File: src/verilog/serial_port_pkg.sv
// Purpose: Shared constants and types for the serial port control register block
// Assumes: 100 MHz ref_clk, AXI4-Lite register access with 32-bit data
// Notes: Offsets are byte addresses; every register holds 16 bits in the low half

package serial_port_pkg;

  // ==========================================================================
  // Timing
  localparam int unsigned CLK_PERIOD_NS = 10;
  localparam int unsigned SW_RESET_TIME_NS = 200;
  localparam int unsigned SW_RESET_CYCLES = (SW_RESET_TIME_NS + CLK_PERIOD_NS - 1) / CLK_PERIOD_NS;
  localparam int unsigned AN_RESTART_TIME_NS = 100;
  localparam int unsigned AN_RESTART_CYCLES = (AN_RESTART_TIME_NS + CLK_PERIOD_NS - 1) / CLK_PERIOD_NS;
  localparam logic [1:0] STRAP_SETTLE_CYCLES = 2'h3;

  // ==========================================================================
  // Register map
  localparam int unsigned ADDR_W = 12;
  localparam logic [11:0] CTRL_OFFSET = 12'h000;
  localparam logic [11:0] MODE_OFFSET = 12'h004;
  localparam logic [11:0] STATUS_OFFSET = 12'h008;

  // Control register fields
  localparam int unsigned CTRL_RESET_BIT = 15;
  localparam int unsigned CTRL_LOOPBACK_BIT = 14;
  localparam int unsigned CTRL_SPEED_LSB_BIT = 13;
  localparam int unsigned CTRL_AN_EN_BIT = 12;
  localparam int unsigned CTRL_POWERDOWN_STRAP_BIT = 11;
  localparam int unsigned CTRL_AN_RESTART_BIT = 9;
  localparam int unsigned CTRL_RSVD_ONE_BIT = 8;
  localparam int unsigned CTRL_SPEED_MSB_BIT = 6;

  // Mode and status fields
  localparam int unsigned MODE_SERIAL_BIT = 0;
  localparam int unsigned STAT_LINK_PERMIT_BIT = 0;
  localparam int unsigned STAT_SW_RESET_BIT = 1;
  localparam int unsigned STAT_AN_BUSY_BIT = 2;
  localparam int unsigned STAT_STRAPS_LOADED_BIT = 3;
  localparam int unsigned STAT_SPEED_LSB_BIT = 4;
  localparam int unsigned STAT_SPEED_MSB_BIT = 5;

  // ==========================================================================
  // Reset values
  localparam logic LOOPBACK_RST = 1'h0;
  localparam logic SPEED_MSB_RST = 1'h1;
  localparam logic SPEED_LSB_RST = 1'h0;
  localparam logic SERIAL_MODE_RST = 1'h0;
  localparam logic RSVD_ONE_VALUE = 1'h1;
  localparam logic [2:0] POWERDOWN_STRAP_MODE_STRAP = 3'h5;

  // ==========================================================================
  // Bus answers and start-up sequence
  localparam logic [1:0] RESP_OKAY = 2'h0;
  localparam logic [1:0] RESP_DECERR = 2'h3;

  typedef enum logic [1:0] {
    BOOT_SETTLE,
    BOOT_LOAD,
    BOOT_RUN
  } boot_e;

endpackage : serial_port_pkg

File: src/verilog/reg_bus_if.sv
// Purpose: Carrier for register accesses between the bus slave and the register bank
// Assumes: One clock; requests are single-cycle pulses
// Notes: wr_ok and rd_ok tell the slave whether the address is mapped

`timescale 1ns/1ns

interface reg_bus_if;
  logic wr_req;
  logic [11:0] wr_addr;
  logic [31:0] wr_data;
  logic [3:0] wr_strb;
  logic wr_ok;
  logic rd_req;
  logic [11:0] rd_addr;
  logic [31:0] rd_data;
  logic rd_ok;

  modport bus_side (
    output wr_req, wr_addr, wr_data, wr_strb, rd_req, rd_addr,
    input wr_ok, rd_data, rd_ok
  );

  modport reg_side (
    input wr_req, wr_addr, wr_data, wr_strb, rd_req, rd_addr,
    output wr_ok, rd_data, rd_ok
  );
endinterface : reg_bus_if

File: src/verilog/serial_port_control.sv
// Purpose: Control register bank of the quad serial system-side port
// Assumes: Straps are asynchronous pins; data and speed inputs share ref_clk
// Notes: Straps are sampled once, a few cycles after reset release
//
// Functional notes
// [RULE_01] Writing one to bit 15 resets port machines; bit clears itself when done.
// [RULE_02] Bit 14 set loops internal transmit data back onto internal receive.
// [RULE_03] While loopback is on, the serial link is held down.
// [RULE_04] Serial mode zero: speed bits 6 and 13 read-only, showing resolved speed.
// [RULE_05] Serial mode one: speed bits writable; (6,13) 10 is 1000, 01 is 100.
// [RULE_06] Changing autoneg enable breaks link, restarts autoneg, sets bit 9.
// [RULE_07] Hardware reset loads autoneg enable from strap; software reset keeps it.
// [RULE_08] Hardware reset sets power down only if strap high and mode strap 101.
// [RULE_09] Power down bit set powers the port down; cleared returns to normal.
// [RULE_10] Writing one to bit 9 restarts autoneg; the bit clears itself.
// [RULE_11] Autoneg restarts after hardware reset, software reset and enable change.
// [RULE_12] Mode register bit 0 picks system (0) or media (1) serial mode.
// [RULE_13] Reserved bits ignore writes: bit 8 reads one, bits 10, 7, 5:0 zero.
//
// The register addresses and the AXI4-Lite slave port were left to the implementer.

`timescale 1ns/1ns

module serial_port_control (
  input wire logic ref_clk,
  input wire logic rst,
  input wire logic [11:0] s_axil_awaddr,
  input wire logic s_axil_awvalid,
  output logic s_axil_awready,
  input wire logic [31:0] s_axil_wdata,
  input wire logic [3:0] s_axil_wstrb,
  input wire logic s_axil_wvalid,
  output logic s_axil_wready,
  output logic [1:0] s_axil_bresp,
  output logic s_axil_bvalid,
  input wire logic s_axil_bready,
  input wire logic [11:0] s_axil_araddr,
  input wire logic s_axil_arvalid,
  output logic s_axil_arready,
  output logic [31:0] s_axil_rdata,
  output logic [1:0] s_axil_rresp,
  output logic s_axil_rvalid,
  input wire logic s_axil_rready,
  input wire logic autoneg_strap,
  input wire logic powerdown_strap,
  input wire logic [2:0] mode_strap,
  input wire logic [1:0] net_speed,
  input wire logic [7:0] txd,
  input wire logic tx_en,
  input wire logic [7:0] line_rxd,
  input wire logic line_rx_dv,
  output logic [7:0] rxd,
  output logic rx_dv,
  output logic port_sw_reset,
  output logic link_enable,
  output logic loopback_en,
  output logic port_powerdown,
  output logic autoneg_enable,
  output logic autoneg_restart,
  output logic [1:0] speed_sel,
  output logic media_mode
);

  // ==========================================================================
  // State

  typedef struct packed {
    logic an_strap_s1;
    logic an_strap_s2;
    logic pd_strap_s1;
    logic pd_strap_s2;
    logic [2:0] mode_strap_s1;
    logic [2:0] mode_strap_s2;
    serial_port_pkg::boot_e boot;
    logic [1:0] settle;
    logic loopback;
    logic speed_msb;
    logic speed_lsb;
    logic an_enable;
    logic powerdown;
    logic serial_mode;
    logic sw_start;
    logic an_start;
    logic link_permit;
    logic [7:0] rxd;
    logic rx_dv;
  } ctrl_s;

  ctrl_s state_reg;
  ctrl_s state_next;

  reg_bus_if bus ();

  logic sw_busy;
  logic sw_done;
  logic an_busy;
  logic an_done;
  logic ctrl_wr;
  logic mode_wr;
  logic [15:0] ctrl_view;
  logic [15:0] mode_view;
  logic [15:0] status_view;
  logic [15:0] ctrl_wval;
  logic [15:0] mode_wval;

  // ==========================================================================
  // Helpers

  // Byte-lane merge of a 16-bit register with the low half of a bus word
  function automatic logic [15:0] merge16(
    input logic [15:0] old_val,
    input logic [31:0] wdata,
    input logic [3:0] wstrb
  );
    logic [15:0] res;
    res = old_val;
    if (wstrb[0]) begin
      res[7:0] = wdata[7:0];
    end
    if (wstrb[1]) begin
      res[15:8] = wdata[15:8];
    end
    return res;
  endfunction : merge16

  // Address match on the word, ignoring the byte offset inside it
  function automatic logic addr_hit(
    input logic [11:0] addr,
    input logic [11:0] offset
  );
    return addr[11:2] == offset[11:2];
  endfunction : addr_hit

  // ==========================================================================
  // Bus slave and timers

  axil_reg_slave u_slave (
    .ref_clk(ref_clk),
    .rst(rst),
    .s_axil_awaddr(s_axil_awaddr),
    .s_axil_awvalid(s_axil_awvalid),
    .s_axil_awready(s_axil_awready),
    .s_axil_wdata(s_axil_wdata),
    .s_axil_wstrb(s_axil_wstrb),
    .s_axil_wvalid(s_axil_wvalid),
    .s_axil_wready(s_axil_wready),
    .s_axil_bresp(s_axil_bresp),
    .s_axil_bvalid(s_axil_bvalid),
    .s_axil_bready(s_axil_bready),
    .s_axil_araddr(s_axil_araddr),
    .s_axil_arvalid(s_axil_arvalid),
    .s_axil_arready(s_axil_arready),
    .s_axil_rdata(s_axil_rdata),
    .s_axil_rresp(s_axil_rresp),
    .s_axil_rvalid(s_axil_rvalid),
    .s_axil_rready(s_axil_rready),
    .bus(bus.bus_side)
  );

  // Port reset window; machines are held while busy
  pulse_timer #(
    .CYCLES(serial_port_pkg::SW_RESET_CYCLES)
  ) u_sw_reset (
    .ref_clk(ref_clk),
    .rst(rst),
    .start(state_reg.sw_start),
    .busy(sw_busy),
    .done(sw_done)
  );

  // Autoneg restart window; bit 9 reads one while it runs
  pulse_timer #(
    .CYCLES(serial_port_pkg::AN_RESTART_CYCLES)
  ) u_an_restart (
    .ref_clk(ref_clk),
    .rst(rst),
    .start(state_reg.an_start),
    .busy(an_busy),
    .done(an_done)
  );

  // ==========================================================================
  // Register views

  always_comb begin
    ctrl_view = 16'h0000;
    ctrl_view[serial_port_pkg::CTRL_RESET_BIT] = sw_busy || state_reg.sw_start; // see [RULE_01]
    ctrl_view[serial_port_pkg::CTRL_LOOPBACK_BIT] = state_reg.loopback;
    ctrl_view[serial_port_pkg::CTRL_SPEED_LSB_BIT] = state_reg.speed_lsb;
    ctrl_view[serial_port_pkg::CTRL_AN_EN_BIT] = state_reg.an_enable;
    ctrl_view[serial_port_pkg::CTRL_POWERDOWN_STRAP_BIT] = state_reg.powerdown;
    ctrl_view[serial_port_pkg::CTRL_AN_RESTART_BIT] = an_busy || state_reg.an_start; // see [RULE_10]
    ctrl_view[serial_port_pkg::CTRL_RSVD_ONE_BIT] = serial_port_pkg::RSVD_ONE_VALUE; // see [RULE_13]
    ctrl_view[serial_port_pkg::CTRL_SPEED_MSB_BIT] = state_reg.speed_msb;
  end

  always_comb begin
    mode_view = 16'h0000;
    mode_view[serial_port_pkg::MODE_SERIAL_BIT] = state_reg.serial_mode;
  end

  always_comb begin
    status_view = 16'h0000;
    status_view[serial_port_pkg::STAT_LINK_PERMIT_BIT] = state_reg.link_permit;
    status_view[serial_port_pkg::STAT_SW_RESET_BIT] = sw_busy;
    status_view[serial_port_pkg::STAT_AN_BUSY_BIT] = an_busy;
    status_view[serial_port_pkg::STAT_STRAPS_LOADED_BIT] = state_reg.boot == serial_port_pkg::BOOT_RUN;
    status_view[serial_port_pkg::STAT_SPEED_LSB_BIT] = state_reg.speed_lsb;
    status_view[serial_port_pkg::STAT_SPEED_MSB_BIT] = state_reg.speed_msb;
  end

  // ==========================================================================
  // Read and write decode

  always_comb begin
    bus.rd_ok = 1'b1;
    bus.rd_data = 32'h0000_0000;
    if (addr_hit(bus.rd_addr, serial_port_pkg::CTRL_OFFSET)) begin
      bus.rd_data = {16'h0000, ctrl_view};
    end else if (addr_hit(bus.rd_addr, serial_port_pkg::MODE_OFFSET)) begin
      bus.rd_data = {16'h0000, mode_view};
    end else if (addr_hit(bus.rd_addr, serial_port_pkg::STATUS_OFFSET)) begin
      bus.rd_data = {16'h0000, status_view};
    end else begin
      bus.rd_ok = 1'b0;
    end
  end

  assign ctrl_wr = bus.wr_req && addr_hit(bus.wr_addr, serial_port_pkg::CTRL_OFFSET);
  assign mode_wr = bus.wr_req && addr_hit(bus.wr_addr, serial_port_pkg::MODE_OFFSET);
  assign bus.wr_ok = addr_hit(bus.wr_addr, serial_port_pkg::CTRL_OFFSET)
                  || addr_hit(bus.wr_addr, serial_port_pkg::MODE_OFFSET)
                  || addr_hit(bus.wr_addr, serial_port_pkg::STATUS_OFFSET);
  assign ctrl_wval = merge16(ctrl_view, bus.wr_data, bus.wr_strb);
  assign mode_wval = merge16(mode_view, bus.wr_data, bus.wr_strb);

  // ==========================================================================
  // Next state

  always_comb begin
    state_next = state_reg;
    state_next.sw_start = 1'b0;
    state_next.an_start = 1'b0;

    // Strap synchronisers
    state_next.an_strap_s1 = autoneg_strap;
    state_next.an_strap_s2 = state_reg.an_strap_s1;
    state_next.pd_strap_s1 = powerdown_strap;
    state_next.pd_strap_s2 = state_reg.pd_strap_s1;
    state_next.mode_strap_s1 = mode_strap;
    state_next.mode_strap_s2 = state_reg.mode_strap_s1;

    // Mode register
    if (mode_wr) begin
      state_next.serial_mode = mode_wval[serial_port_pkg::MODE_SERIAL_BIT]; // see [RULE_12]
    end

    // Control register writes; reserved bits are simply not stored
    if (ctrl_wr) begin
      state_next.loopback = ctrl_wval[serial_port_pkg::CTRL_LOOPBACK_BIT]; // see [RULE_02]
      state_next.powerdown = ctrl_wval[serial_port_pkg::CTRL_POWERDOWN_STRAP_BIT]; // see [RULE_09]
      if (state_reg.serial_mode) begin
        state_next.speed_msb = ctrl_wval[serial_port_pkg::CTRL_SPEED_MSB_BIT]; // see [RULE_05]
        state_next.speed_lsb = ctrl_wval[serial_port_pkg::CTRL_SPEED_LSB_BIT]; // see [RULE_05]
      end
      if (ctrl_wval[serial_port_pkg::CTRL_AN_EN_BIT] != state_reg.an_enable) begin
        state_next.an_enable = ctrl_wval[serial_port_pkg::CTRL_AN_EN_BIT];
        state_next.an_start = 1'b1; // see [RULE_06] [RULE_11]
      end
      // Self-clearing bits act only on a one written in their own byte lane
      if (bus.wr_strb[1] && bus.wr_data[serial_port_pkg::CTRL_AN_RESTART_BIT]) begin
        state_next.an_start = 1'b1; // see [RULE_10]
      end
      if (bus.wr_strb[1] && bus.wr_data[serial_port_pkg::CTRL_RESET_BIT]) begin
        state_next.sw_start = 1'b1; // see [RULE_01]
      end
    end

    // Software reset clears loopback, keeps the other fields
    if (state_next.sw_start) begin
      state_next.loopback = serial_port_pkg::LOOPBACK_RST; // see [RULE_07]
    end
    if (sw_done) begin
      state_next.an_start = 1'b1; // see [RULE_11]
    end

    // System mode tracks the resolved network speed
    if (!state_next.serial_mode) begin
      state_next.speed_msb = net_speed[1]; // see [RULE_04]
      state_next.speed_lsb = net_speed[0]; // see [RULE_04]
    end

    // Strap capture after the synchronisers have settled
    unique case (state_reg.boot)
      serial_port_pkg::BOOT_SETTLE: begin
        state_next.settle = state_reg.settle + 2'h1;
        if (state_reg.settle == serial_port_pkg::STRAP_SETTLE_CYCLES) begin
          state_next.boot = serial_port_pkg::BOOT_LOAD;
        end
      end
      serial_port_pkg::BOOT_LOAD: begin
        state_next.an_enable = state_reg.an_strap_s2; // see [RULE_07]
        state_next.powerdown = state_reg.pd_strap_s2
                            && (state_reg.mode_strap_s2 == serial_port_pkg::POWERDOWN_STRAP_MODE_STRAP); // see [RULE_08]
        state_next.an_start = 1'b1; // see [RULE_11]
        state_next.boot = serial_port_pkg::BOOT_RUN;
      end
      serial_port_pkg::BOOT_RUN: begin
        state_next.boot = serial_port_pkg::BOOT_RUN;
      end
      default: begin
        state_next.boot = serial_port_pkg::BOOT_SETTLE;
      end
    endcase

    // Link is held down by loopback, power down, reset and autoneg restart
    state_next.link_permit = !state_reg.loopback // see [RULE_03]
                          && !state_reg.powerdown // see [RULE_09]
                          && !sw_busy && !state_reg.sw_start
                          && !an_busy && !state_reg.an_start // see [RULE_06]
                          && (state_reg.boot == serial_port_pkg::BOOT_RUN);

    // Internal receive path: line data or looped transmit data
    if (state_reg.loopback) begin
      state_next.rxd = txd; // see [RULE_02]
      state_next.rx_dv = tx_en;
    end else begin
      state_next.rxd = line_rxd;
      state_next.rx_dv = line_rx_dv;
    end
  end

  // ==========================================================================
  // Registers

  always_ff @(posedge ref_clk) begin
    if (rst) begin
      state_reg <= '0;
      state_reg.boot <= serial_port_pkg::BOOT_SETTLE;
      state_reg.loopback <= serial_port_pkg::LOOPBACK_RST;
      state_reg.speed_msb <= serial_port_pkg::SPEED_MSB_RST;
      state_reg.speed_lsb <= serial_port_pkg::SPEED_LSB_RST;
      state_reg.serial_mode <= serial_port_pkg::SERIAL_MODE_RST;
    end else begin
      state_reg <= state_next;
    end
  end

  // ==========================================================================
  // Outputs

  assign rxd = state_reg.rxd;
  assign rx_dv = state_reg.rx_dv;
  assign port_sw_reset = sw_busy; // see [RULE_01]
  assign link_enable = state_reg.link_permit;
  assign loopback_en = state_reg.loopback;
  assign port_powerdown = state_reg.powerdown;
  assign autoneg_enable = state_reg.an_enable;
  assign autoneg_restart = an_busy;
  assign speed_sel = {state_reg.speed_msb, state_reg.speed_lsb};
  assign media_mode = state_reg.serial_mode;

endmodule : serial_port_control

File: src/verilog/pulse_timer.sv
// Purpose: Busy window of a fixed number of cycles with a done pulse at its end
// Assumes: start is a one-cycle pulse from the same clock
// Notes: A start while busy reloads the count

`timescale 1ns/1ns

module pulse_timer #(
  parameter int unsigned CYCLES = 4
) (
  input wire logic ref_clk,
  input wire logic rst,
  input wire logic start,
  output logic busy,
  output logic done
);

  localparam int unsigned CNT_W = $clog2(CYCLES + 1);

  typedef struct packed {
    logic busy;
    logic done;
    logic [CNT_W-1:0] cnt;
  } timer_s;

  timer_s state_reg;
  timer_s state_next;

  always_comb begin
    state_next = state_reg;
    state_next.done = 1'b0;
    if (start) begin
      state_next.busy = 1'b1;
      state_next.cnt = CNT_W'(CYCLES - 1);
    end else if (state_reg.busy) begin
      if (state_reg.cnt == '0) begin
        state_next.busy = 1'b0;
        state_next.done = 1'b1;
      end else begin
        state_next.cnt = state_reg.cnt - 1'b1;
      end
    end
  end

  always_ff @(posedge ref_clk) begin
    if (rst) begin
      state_reg <= '0;
    end else begin
      state_reg <= state_next;
    end
  end

  assign busy = state_reg.busy;
  assign done = state_reg.done;

endmodule : pulse_timer

File: src/verilog/axil_reg_slave.sv
// Purpose: AXI4-Lite slave that turns bus transfers into register requests
// Assumes: One write and one read outstanding at most
// Notes: Write answers one cycle after both address and data are held

`timescale 1ns/1ns

module axil_reg_slave (
  input wire logic ref_clk,
  input wire logic rst,
  input wire logic [11:0] s_axil_awaddr,
  input wire logic s_axil_awvalid,
  output logic s_axil_awready,
  input wire logic [31:0] s_axil_wdata,
  input wire logic [3:0] s_axil_wstrb,
  input wire logic s_axil_wvalid,
  output logic s_axil_wready,
  output logic [1:0] s_axil_bresp,
  output logic s_axil_bvalid,
  input wire logic s_axil_bready,
  input wire logic [11:0] s_axil_araddr,
  input wire logic s_axil_arvalid,
  output logic s_axil_arready,
  output logic [31:0] s_axil_rdata,
  output logic [1:0] s_axil_rresp,
  output logic s_axil_rvalid,
  input wire logic s_axil_rready,
  reg_bus_if.bus_side bus
);

  typedef struct packed {
    logic aw_held;
    logic [11:0] awaddr;
    logic w_held;
    logic [31:0] wdata;
    logic [3:0] wstrb;
    logic bvalid;
    logic [1:0] bresp;
    logic rvalid;
    logic [31:0] rdata;
    logic [1:0] rresp;
  } slave_s;

  slave_s state_reg;
  slave_s state_next;

  assign s_axil_awready = !state_reg.aw_held && !state_reg.bvalid;
  assign s_axil_wready = !state_reg.w_held && !state_reg.bvalid;
  assign s_axil_arready = !state_reg.rvalid;

  assign bus.wr_req = state_reg.aw_held && state_reg.w_held && !state_reg.bvalid;
  assign bus.wr_addr = state_reg.awaddr;
  assign bus.wr_data = state_reg.wdata;
  assign bus.wr_strb = state_reg.wstrb;
  assign bus.rd_req = s_axil_arvalid && !state_reg.rvalid;
  assign bus.rd_addr = s_axil_araddr;

  always_comb begin
    state_next = state_reg;
    // ========================================================================
    // Write channels
    if (s_axil_awvalid && s_axil_awready) begin
      state_next.aw_held = 1'b1;
      state_next.awaddr = s_axil_awaddr;
    end
    if (s_axil_wvalid && s_axil_wready) begin
      state_next.w_held = 1'b1;
      state_next.wdata = s_axil_wdata;
      state_next.wstrb = s_axil_wstrb;
    end
    if (bus.wr_req) begin
      state_next.aw_held = 1'b0;
      state_next.w_held = 1'b0;
      state_next.bvalid = 1'b1;
      state_next.bresp = bus.wr_ok ? serial_port_pkg::RESP_OKAY : serial_port_pkg::RESP_DECERR;
    end else if (state_reg.bvalid && s_axil_bready) begin
      state_next.bvalid = 1'b0;
    end
    // ========================================================================
    // Read channels
    if (bus.rd_req) begin
      state_next.rvalid = 1'b1;
      state_next.rdata = bus.rd_ok ? bus.rd_data : 32'h0000_0000;
      state_next.rresp = bus.rd_ok ? serial_port_pkg::RESP_OKAY : serial_port_pkg::RESP_DECERR;
    end else if (state_reg.rvalid && s_axil_rready) begin
      state_next.rvalid = 1'b0;
    end
  end

  always_ff @(posedge ref_clk) begin
    if (rst) begin
      state_reg <= '0;
    end else begin
      state_reg <= state_next;
    end
  end

  assign s_axil_bvalid = state_reg.bvalid;
  assign s_axil_bresp = state_reg.bresp;
  assign s_axil_rvalid = state_reg.rvalid;
  assign s_axil_rdata = state_reg.rdata;
  assign s_axil_rresp = state_reg.rresp;

endmodule : axil_reg_slave

File: config.mk
export PLATFORM = sky130hd
export DESIGN_NAME = serial_port_control
export DESIGN_NICKNAME = d
export VERILOG_FILES = /design/src/verilog/serial_port_pkg.sv /design/src/verilog/reg_bus_if.sv /design/src/verilog/serial_port_control.sv /design/src/verilog/pulse_timer.sv /design/src/verilog/axil_reg_slave.sv
export SDC_FILE = /design/constraint.sdc
export NUM_CORES = 1
export LEC_CHECK = 0
export BUFFER_PORTS_ARGS = -buffer_cell sky130_fd_sc_hd__buf_2
export CAP_MARGIN = 10
export CORE_MARGIN = 2
export CORE_UTILIZATION = 48
export CTS_CLUSTER_DIAMETER = 80
export DETAILED_ROUTE_END_ITERATION = 8
export PLACE_DENSITY_LB_ADDON = 0.25
export REMOVE_ABC_BUFFERS = 1
export SYNTH_ARGS = -nofsm -noshare
export SYNTH_HDL_FRONTEND = slang
export SYNTH_SLANG_ARGS = --single-unit
File: constraint.sdc
create_clock -name ref_clk -period 2.31 [get_ports ref_clk]
set_input_delay 0.231 -clock ref_clk [delete_from_list [all_inputs] [get_ports ref_clk]]
set_output_delay 0.231 -clock ref_clk [all_outputs]
set_load 0.005 [all_outputs]
Yosys cells after proc, flatten, opt, wreduce, memory -nomap -nowiden
Index checks and enable logic that the tools add are counted.
Widths: inputs -> output; s select.

storage, ports and cells
  output and inout bits = 59
  word-level logic and storage cells = 160
  flip-flop bits (word level) = 114

operators by class
  $add $sub $neg = 3
  reductions and logical operators = 61
  bitwise logic cells = 3
  eq/ne operators = 16
  multiplexer cells = 41

operator list
  cell                 number
  $mux 16              2
  $mux 6               4
  $eq 10x1->1 const B  2
  $eq 10x2->1 const B  2
  $logic_and 1x1->1    20
  $logic_not 10->1     2
  $mux 2               9
  $mux 1               17
  $mux 7               2
  $reduce_and 2->1     7
  $reduce_bool 2->1    7
  $mux 4               3
  $logic_not 1->1      10
  $mux 5               2
  $reduce_or 2->1      5
  $mux 9               1
  $ne 2x2->1 const B   4
  $ne 2x1->1 const B   3
  $reduce_and 3->1     2
  $logic_not 5->1      1
  $sub 5x1->5 const B  1
  $eq 2x2->1 const B   2
  $logic_not 4->1      1
  $logic_or 1x1->1     4
  other kinds (9)      11

Longest topological paths before layout
  word-level depth = 8
  depth in mapped cells = 6

Hierarchy
From an unflattened synthesis, not the netlist that was laid out.

unflattened totals
  cell total of the unflattened synthesis = 705
  area, all modules = 5911.9 µm²

modules (own cells, without submodules)
  module                       cells each  sequential area each (µm²)  instances  area an instance (µm²)
  axil_reg_slave               478         1721.7                      1          3807.4
  serial_port_control          158         640.6                       1          1505.2
  pulse_timer at u_sw_reset    40          140.1                       1          332.8
  pulse_timer at u_an_restart  29          120.1                       1          266.5

Least setup slack after synthesis
OpenSTA, ideal clock, no wires.

  path kind = register to register
  start point = register u_slave.state_reg, in the netlist u_slave.bus.wr_addr[11]
  end point = register state_reg, in the netlist speed_sel[0]
  arrival time = 1.901 ns
  cell stages (with the launch flop) = 6
  setup time = 0.118 ns
  path slack = 0.292 ns
  data required time = 2.192 ns
  buffers on the path = 1
  cells stage by stage = dfxtp_1 > or4_1 > buf_2 > or4_4 > mux2i_4 > o2111a_1

between the ends
  longest elaborated chain between the ends = 5
  elaborated cells between the ends (all ways) = 10
  those cells by class = 4 x eq/ne; 2 x mux; 4 x reduce/logical

RTL lines
  element                                                    RTL line                    text
  start, declared                                            axil_reg_slave.sv:43        slave_s state_reg;
  start signal, assigned                                     axil_reg_slave.sv:93        state_reg <= state_next;
  $eq 10x1->1                                                serial_port_control.sv:131  return addr[11:2] == offset[11:2];
  $logic_and 1x1->1                                          serial_port_control.sv:230  assign mode_wr = bus.wr_req && addr_hit(bus.wr_addr, serial_port_pkg::MODE_OFFSET);
  $mux 1                                                     serial_port_control.sv:254  if (mode_wr) begin
  $ne 2x1->1 (no line) / $ne 2x2->1 (equally long branches)  --
  $reduce_and 3->1 (no line)                                 --
  end signal, assigned                                       serial_port_control.sv:345  state_reg <= state_next;
  end, declared                                              serial_port_control.sv:89   ctrl_s state_reg;

Several ways; a longest one is shown, not always the timed one.
A chain may end at the register's enable or synchronous reset.

Worst setup path in the final report
Same ends and word-level chain as after synthesis.

==> metrics.md <==
| Metric | Value |
|---|---|
| Clk Latency, worst-skew pair | `340 ps` |
| R2R setup slack | `between 150 and 200 ps` |
| R2R Path End | `speed_sel[0]` |
| CTS Hold Bufs | `0` |
| CTS tree | `done` |
| Sequential area share after synthesis | `0.469` |
| Placed Cells | `533` |
| CTS-repair resized insts | `0` |
| Gate Count Post-Synth | `between 300 and 400` |
| IO Port Bufs | `102` |
| Fin nets | `544` |
| Max_slew headroom | `0.476` |
| Synthesis-to-finish area growth | `15.1%` |
| Worst Hold Endpoint | `u_slave.s_axil_rvalid` |
| Remaining Overflow, GRT | `0` |
| Final setup fails | `0` |
| I/O pin count | `151` |
| Mean Syn Cell Area | `9.76 sq um` |
| Maximum buffer depth of the clock tree | `2` |
| Total negative slack | `0 ps` |
| Post-Syn Area | `3580 sq um` |
| Drt total wl | `6520 microns` |
| Initial Util | `0.494` |
| WS Path Type | `flop to flop` |
| # fillers | `652` |
| Final hold viol count | `0` |
| # rows | `31` |
| CTS Sinks | `84` |
| Crit-path cells | `or4_1 > or4_4 > mux2i_4 > o2111a_1` |
| First-pass GRT wire length | `10800 microns` |
| Fin area | `between 4000 and 5000 sq um` |
| Commonest cells after routing, fill and taps aside | `buf_2 (102), dfxtp_1 (84), nor2_1 (52), mux2i_1 (35), conb_1 (18)` |
| PwrDens | `~730 nW/um^2` |
| Share of cells above drive strength 1 | `0.298` |
| Yosys reg bits | `84` |
| Placed cell areas | `3950 sq um` |
| Commonest non-fill, non-tap cell in the layout | `buf_2` |
| Area leader, netlist | `dfxtp_1` |
| Largest register FFs | `14` |
| GRT Total Usage | `0.162` |
| Hpwl dp | `between 4000 and 5000 microns` |
| Drt first pass iters | `4` |
| Antenna viol nets, final | `0` |
| Max Transition Viols Final | `0` |
| Fmax | `between 400 and 500 MHz` |
| Startpoint type of the worst setup path | `flop` |
| Diodes inserted | `0` |
| Yosys cell types | `44` |
| Drc violations | `0` |
| Hold wc startpoint | `s_axil_rready` |
| Status | `finished clean` |
| Worst Tran Pin Value | `784 ps` |
| Leak | `between 1.5 and 2 nW` |
| DIE WIDTH | `90.4 microns` |
| Average wire per standard cell | `11.9 microns` |
| Iteration-0 DRC Markers | `73` |
| Max-cap check violation count | `0` |
| Largest net degree at the start of global routing | `31` |
| Die Y | `90.4 microns` |
| Number of global-route vias before repair | `2334` |
| Highest ir drop seen on vdd | `0.463 mV` |
| Postcts setup bufs | `0` |
| Synth top area share | `0.469` |
| Crit-path slowest cell | `or4_1` |
| Clock Pin Slew Worst Setup and Hold Paths | `80 ps` |
| Worst EP required | `roughly 2500 ps` |
| Power, Total | `3.03 mW` |
| Final Cycle Share | `0.927` |
| Detailed-route via count | `2562` |
| RSZ-0062 raised after global routing | `false` |
| H-tree depth | `3` |
| CTS Buf Count | `9` |
| Hold Crit Depth | `2` |
| Core area | `7250 sq um` |
| Critical path endpoint category | `flop` |
| Final min period | `2140 ps` |
| Initial antenna violation count | `0` |
| Reg-to-Reg Start | `u_slave.bus.wr_addr[11]` |
| DIE AREA | `8170 sq um` |
| Worst Path Arrival | `roughly 2400 ps` |
| Multi-input logic area | `between 1500 and 2000 sq um` |
| Clock Tree Root | `clkbuf_8` |
| Sequential cell area | `1680 sq um` |
| Area contributors post-synth | `dfxtp_1 (47%), mux2i_1 (9.8%), buf_4 (9.6%)` |
| Fin cells | `around 550` |
| Hold Path Class | `input port to flop` |
| Final clock skew | `8.43 ps` |
| Crit path max fanout | `6` |
| Ys Warns | `0` |
| Final Wtd Congestion | `0.759` |
| Length in cells of the worst reg-to-reg path | `4` |
| Vias per inst | `4.68` |
| Worst stage delay on the critical path | `670 ps` |
metrics by stage:
step                      utilization  worst slack, ps  hold WS [ps]
after floorplan                     -              283           300
after global placement          0.544              210           422
after detailed placement        0.544              186           422
after CTS                       0.569              161          44.5
after global routing            0.569             64.0          49.3
final                           0.569              168          63.2
cell type report:
| type | instances | share of cell area |
|---|---|---|
| tap | 99 | 0.0300 |
| clock buffer | 11 | 0.0367 |
| multi-input combinational | 227 | 0.370 |
| inverter | 14 | 0.0127 |
| sequential | 84 | 0.408 |
| timing repair buffer | 109 | 0.137 |
| clock inverter | 4 | 0.00607 |
cell usage after synthesis:
cell type,count
a2111oi_0,1
a211oi_1,5
a21o_1,1
a21oi_1,17
a22o_1,12
and3_1,1
and3b_1,1
buf_1,4
buf_2,1
buf_4,46
clkbuf_1,8
conb_1,1
dfxtp_1,84
ha_1,7
inv_1,14
mux2_2,2
mux2i_1,35
mux2i_4,1
nand2_1,7
nand2b_1,4
nand3_1,3
nand3b_1,4
nand4b_1,2
nand4bb_1,1
nor2_1,52
nor2b_1,11
nor3_1,7
nor3b_1,2
nor4_1,6
nor4_4,1
nor4b_1,1
o2111a_1,1
o211ai_1,3
o21ai_0,1
o21ai_1,2
o41ai_1,1
or2_2,1
or3_1,3
or3b_1,1
or4_1,1
or4_2,1
or4_4,2
xnor2_1,4
xor2_1,4
power by group:
group / internal, mW / switching [mW] / total, mW
registers: 1.55 / 0.0832 / 1.63
logic: 0.228 / 0.227 / 0.455
clock network: 0.440 / 0.498 / 0.938
total: 2.22 / 0.808 / 3.03
how the worst max path moves through the flow:
| stage | startpoint | to | slack (ps) | depth (start not counted) |
|---|---|---|---|---|
| global placement | u_slave.bus.wr_addr[11] | speed_sel[0] | 210 | 4 |
| global route | u_slave.bus.wr_addr[11] | speed_sel[0] | 60 | 4 |
| finish | u_slave.bus.wr_addr[11] | speed_sel[0] | 170 | 4 |
| detailed placement | u_slave.bus.wr_addr[11] | speed_sel[0] | 190 | 4 |
| CTS | u_slave.bus.wr_addr[11] | speed_sel[0] | 160 | 4 |
| floorplan | u_slave.bus.wr_addr[11] | speed_sel[0] | 280 | 4 |
metal layers:
| layer | track usage | routed length (microns) |
|---|---|---|
| met5 | 0 | 0 |
| met3 | 0.0526 | 427 |
| met1 | 0.214 | 3150 |
| met2 | 0.250 | 2870 |
| met4 | 0.0577 | 70 |
cells by family after synthesis:
| group | count (synthesis) | share of synthesized area |
|---|---|---|
| AOI/OAI and AO/OA | 44 | 0.0842 |
| xor gates and xnor gates | 8 | 0.0196 |
| adders and majority gates | 7 | 0.0244 |
| buffers and inverters | 73 | 0.125 |
| DFF | 84 | 0.469 |
| muxes | 38 | 0.110 |
| other | 1 | 0.00105 |
| and+or+nand+nor | 112 | 0.166 |
critical path, delay by kind of cell (launching register included):
| family | cells | cell delay (ps) |
|---|---|---|
| flops | 1 | 320 |
| mux | 1 | 220 |
| compound gates | 1 | 260 |
| simple gates | 2 | 1240 |
Note: power is estimated with default switching activity, not from simulation.
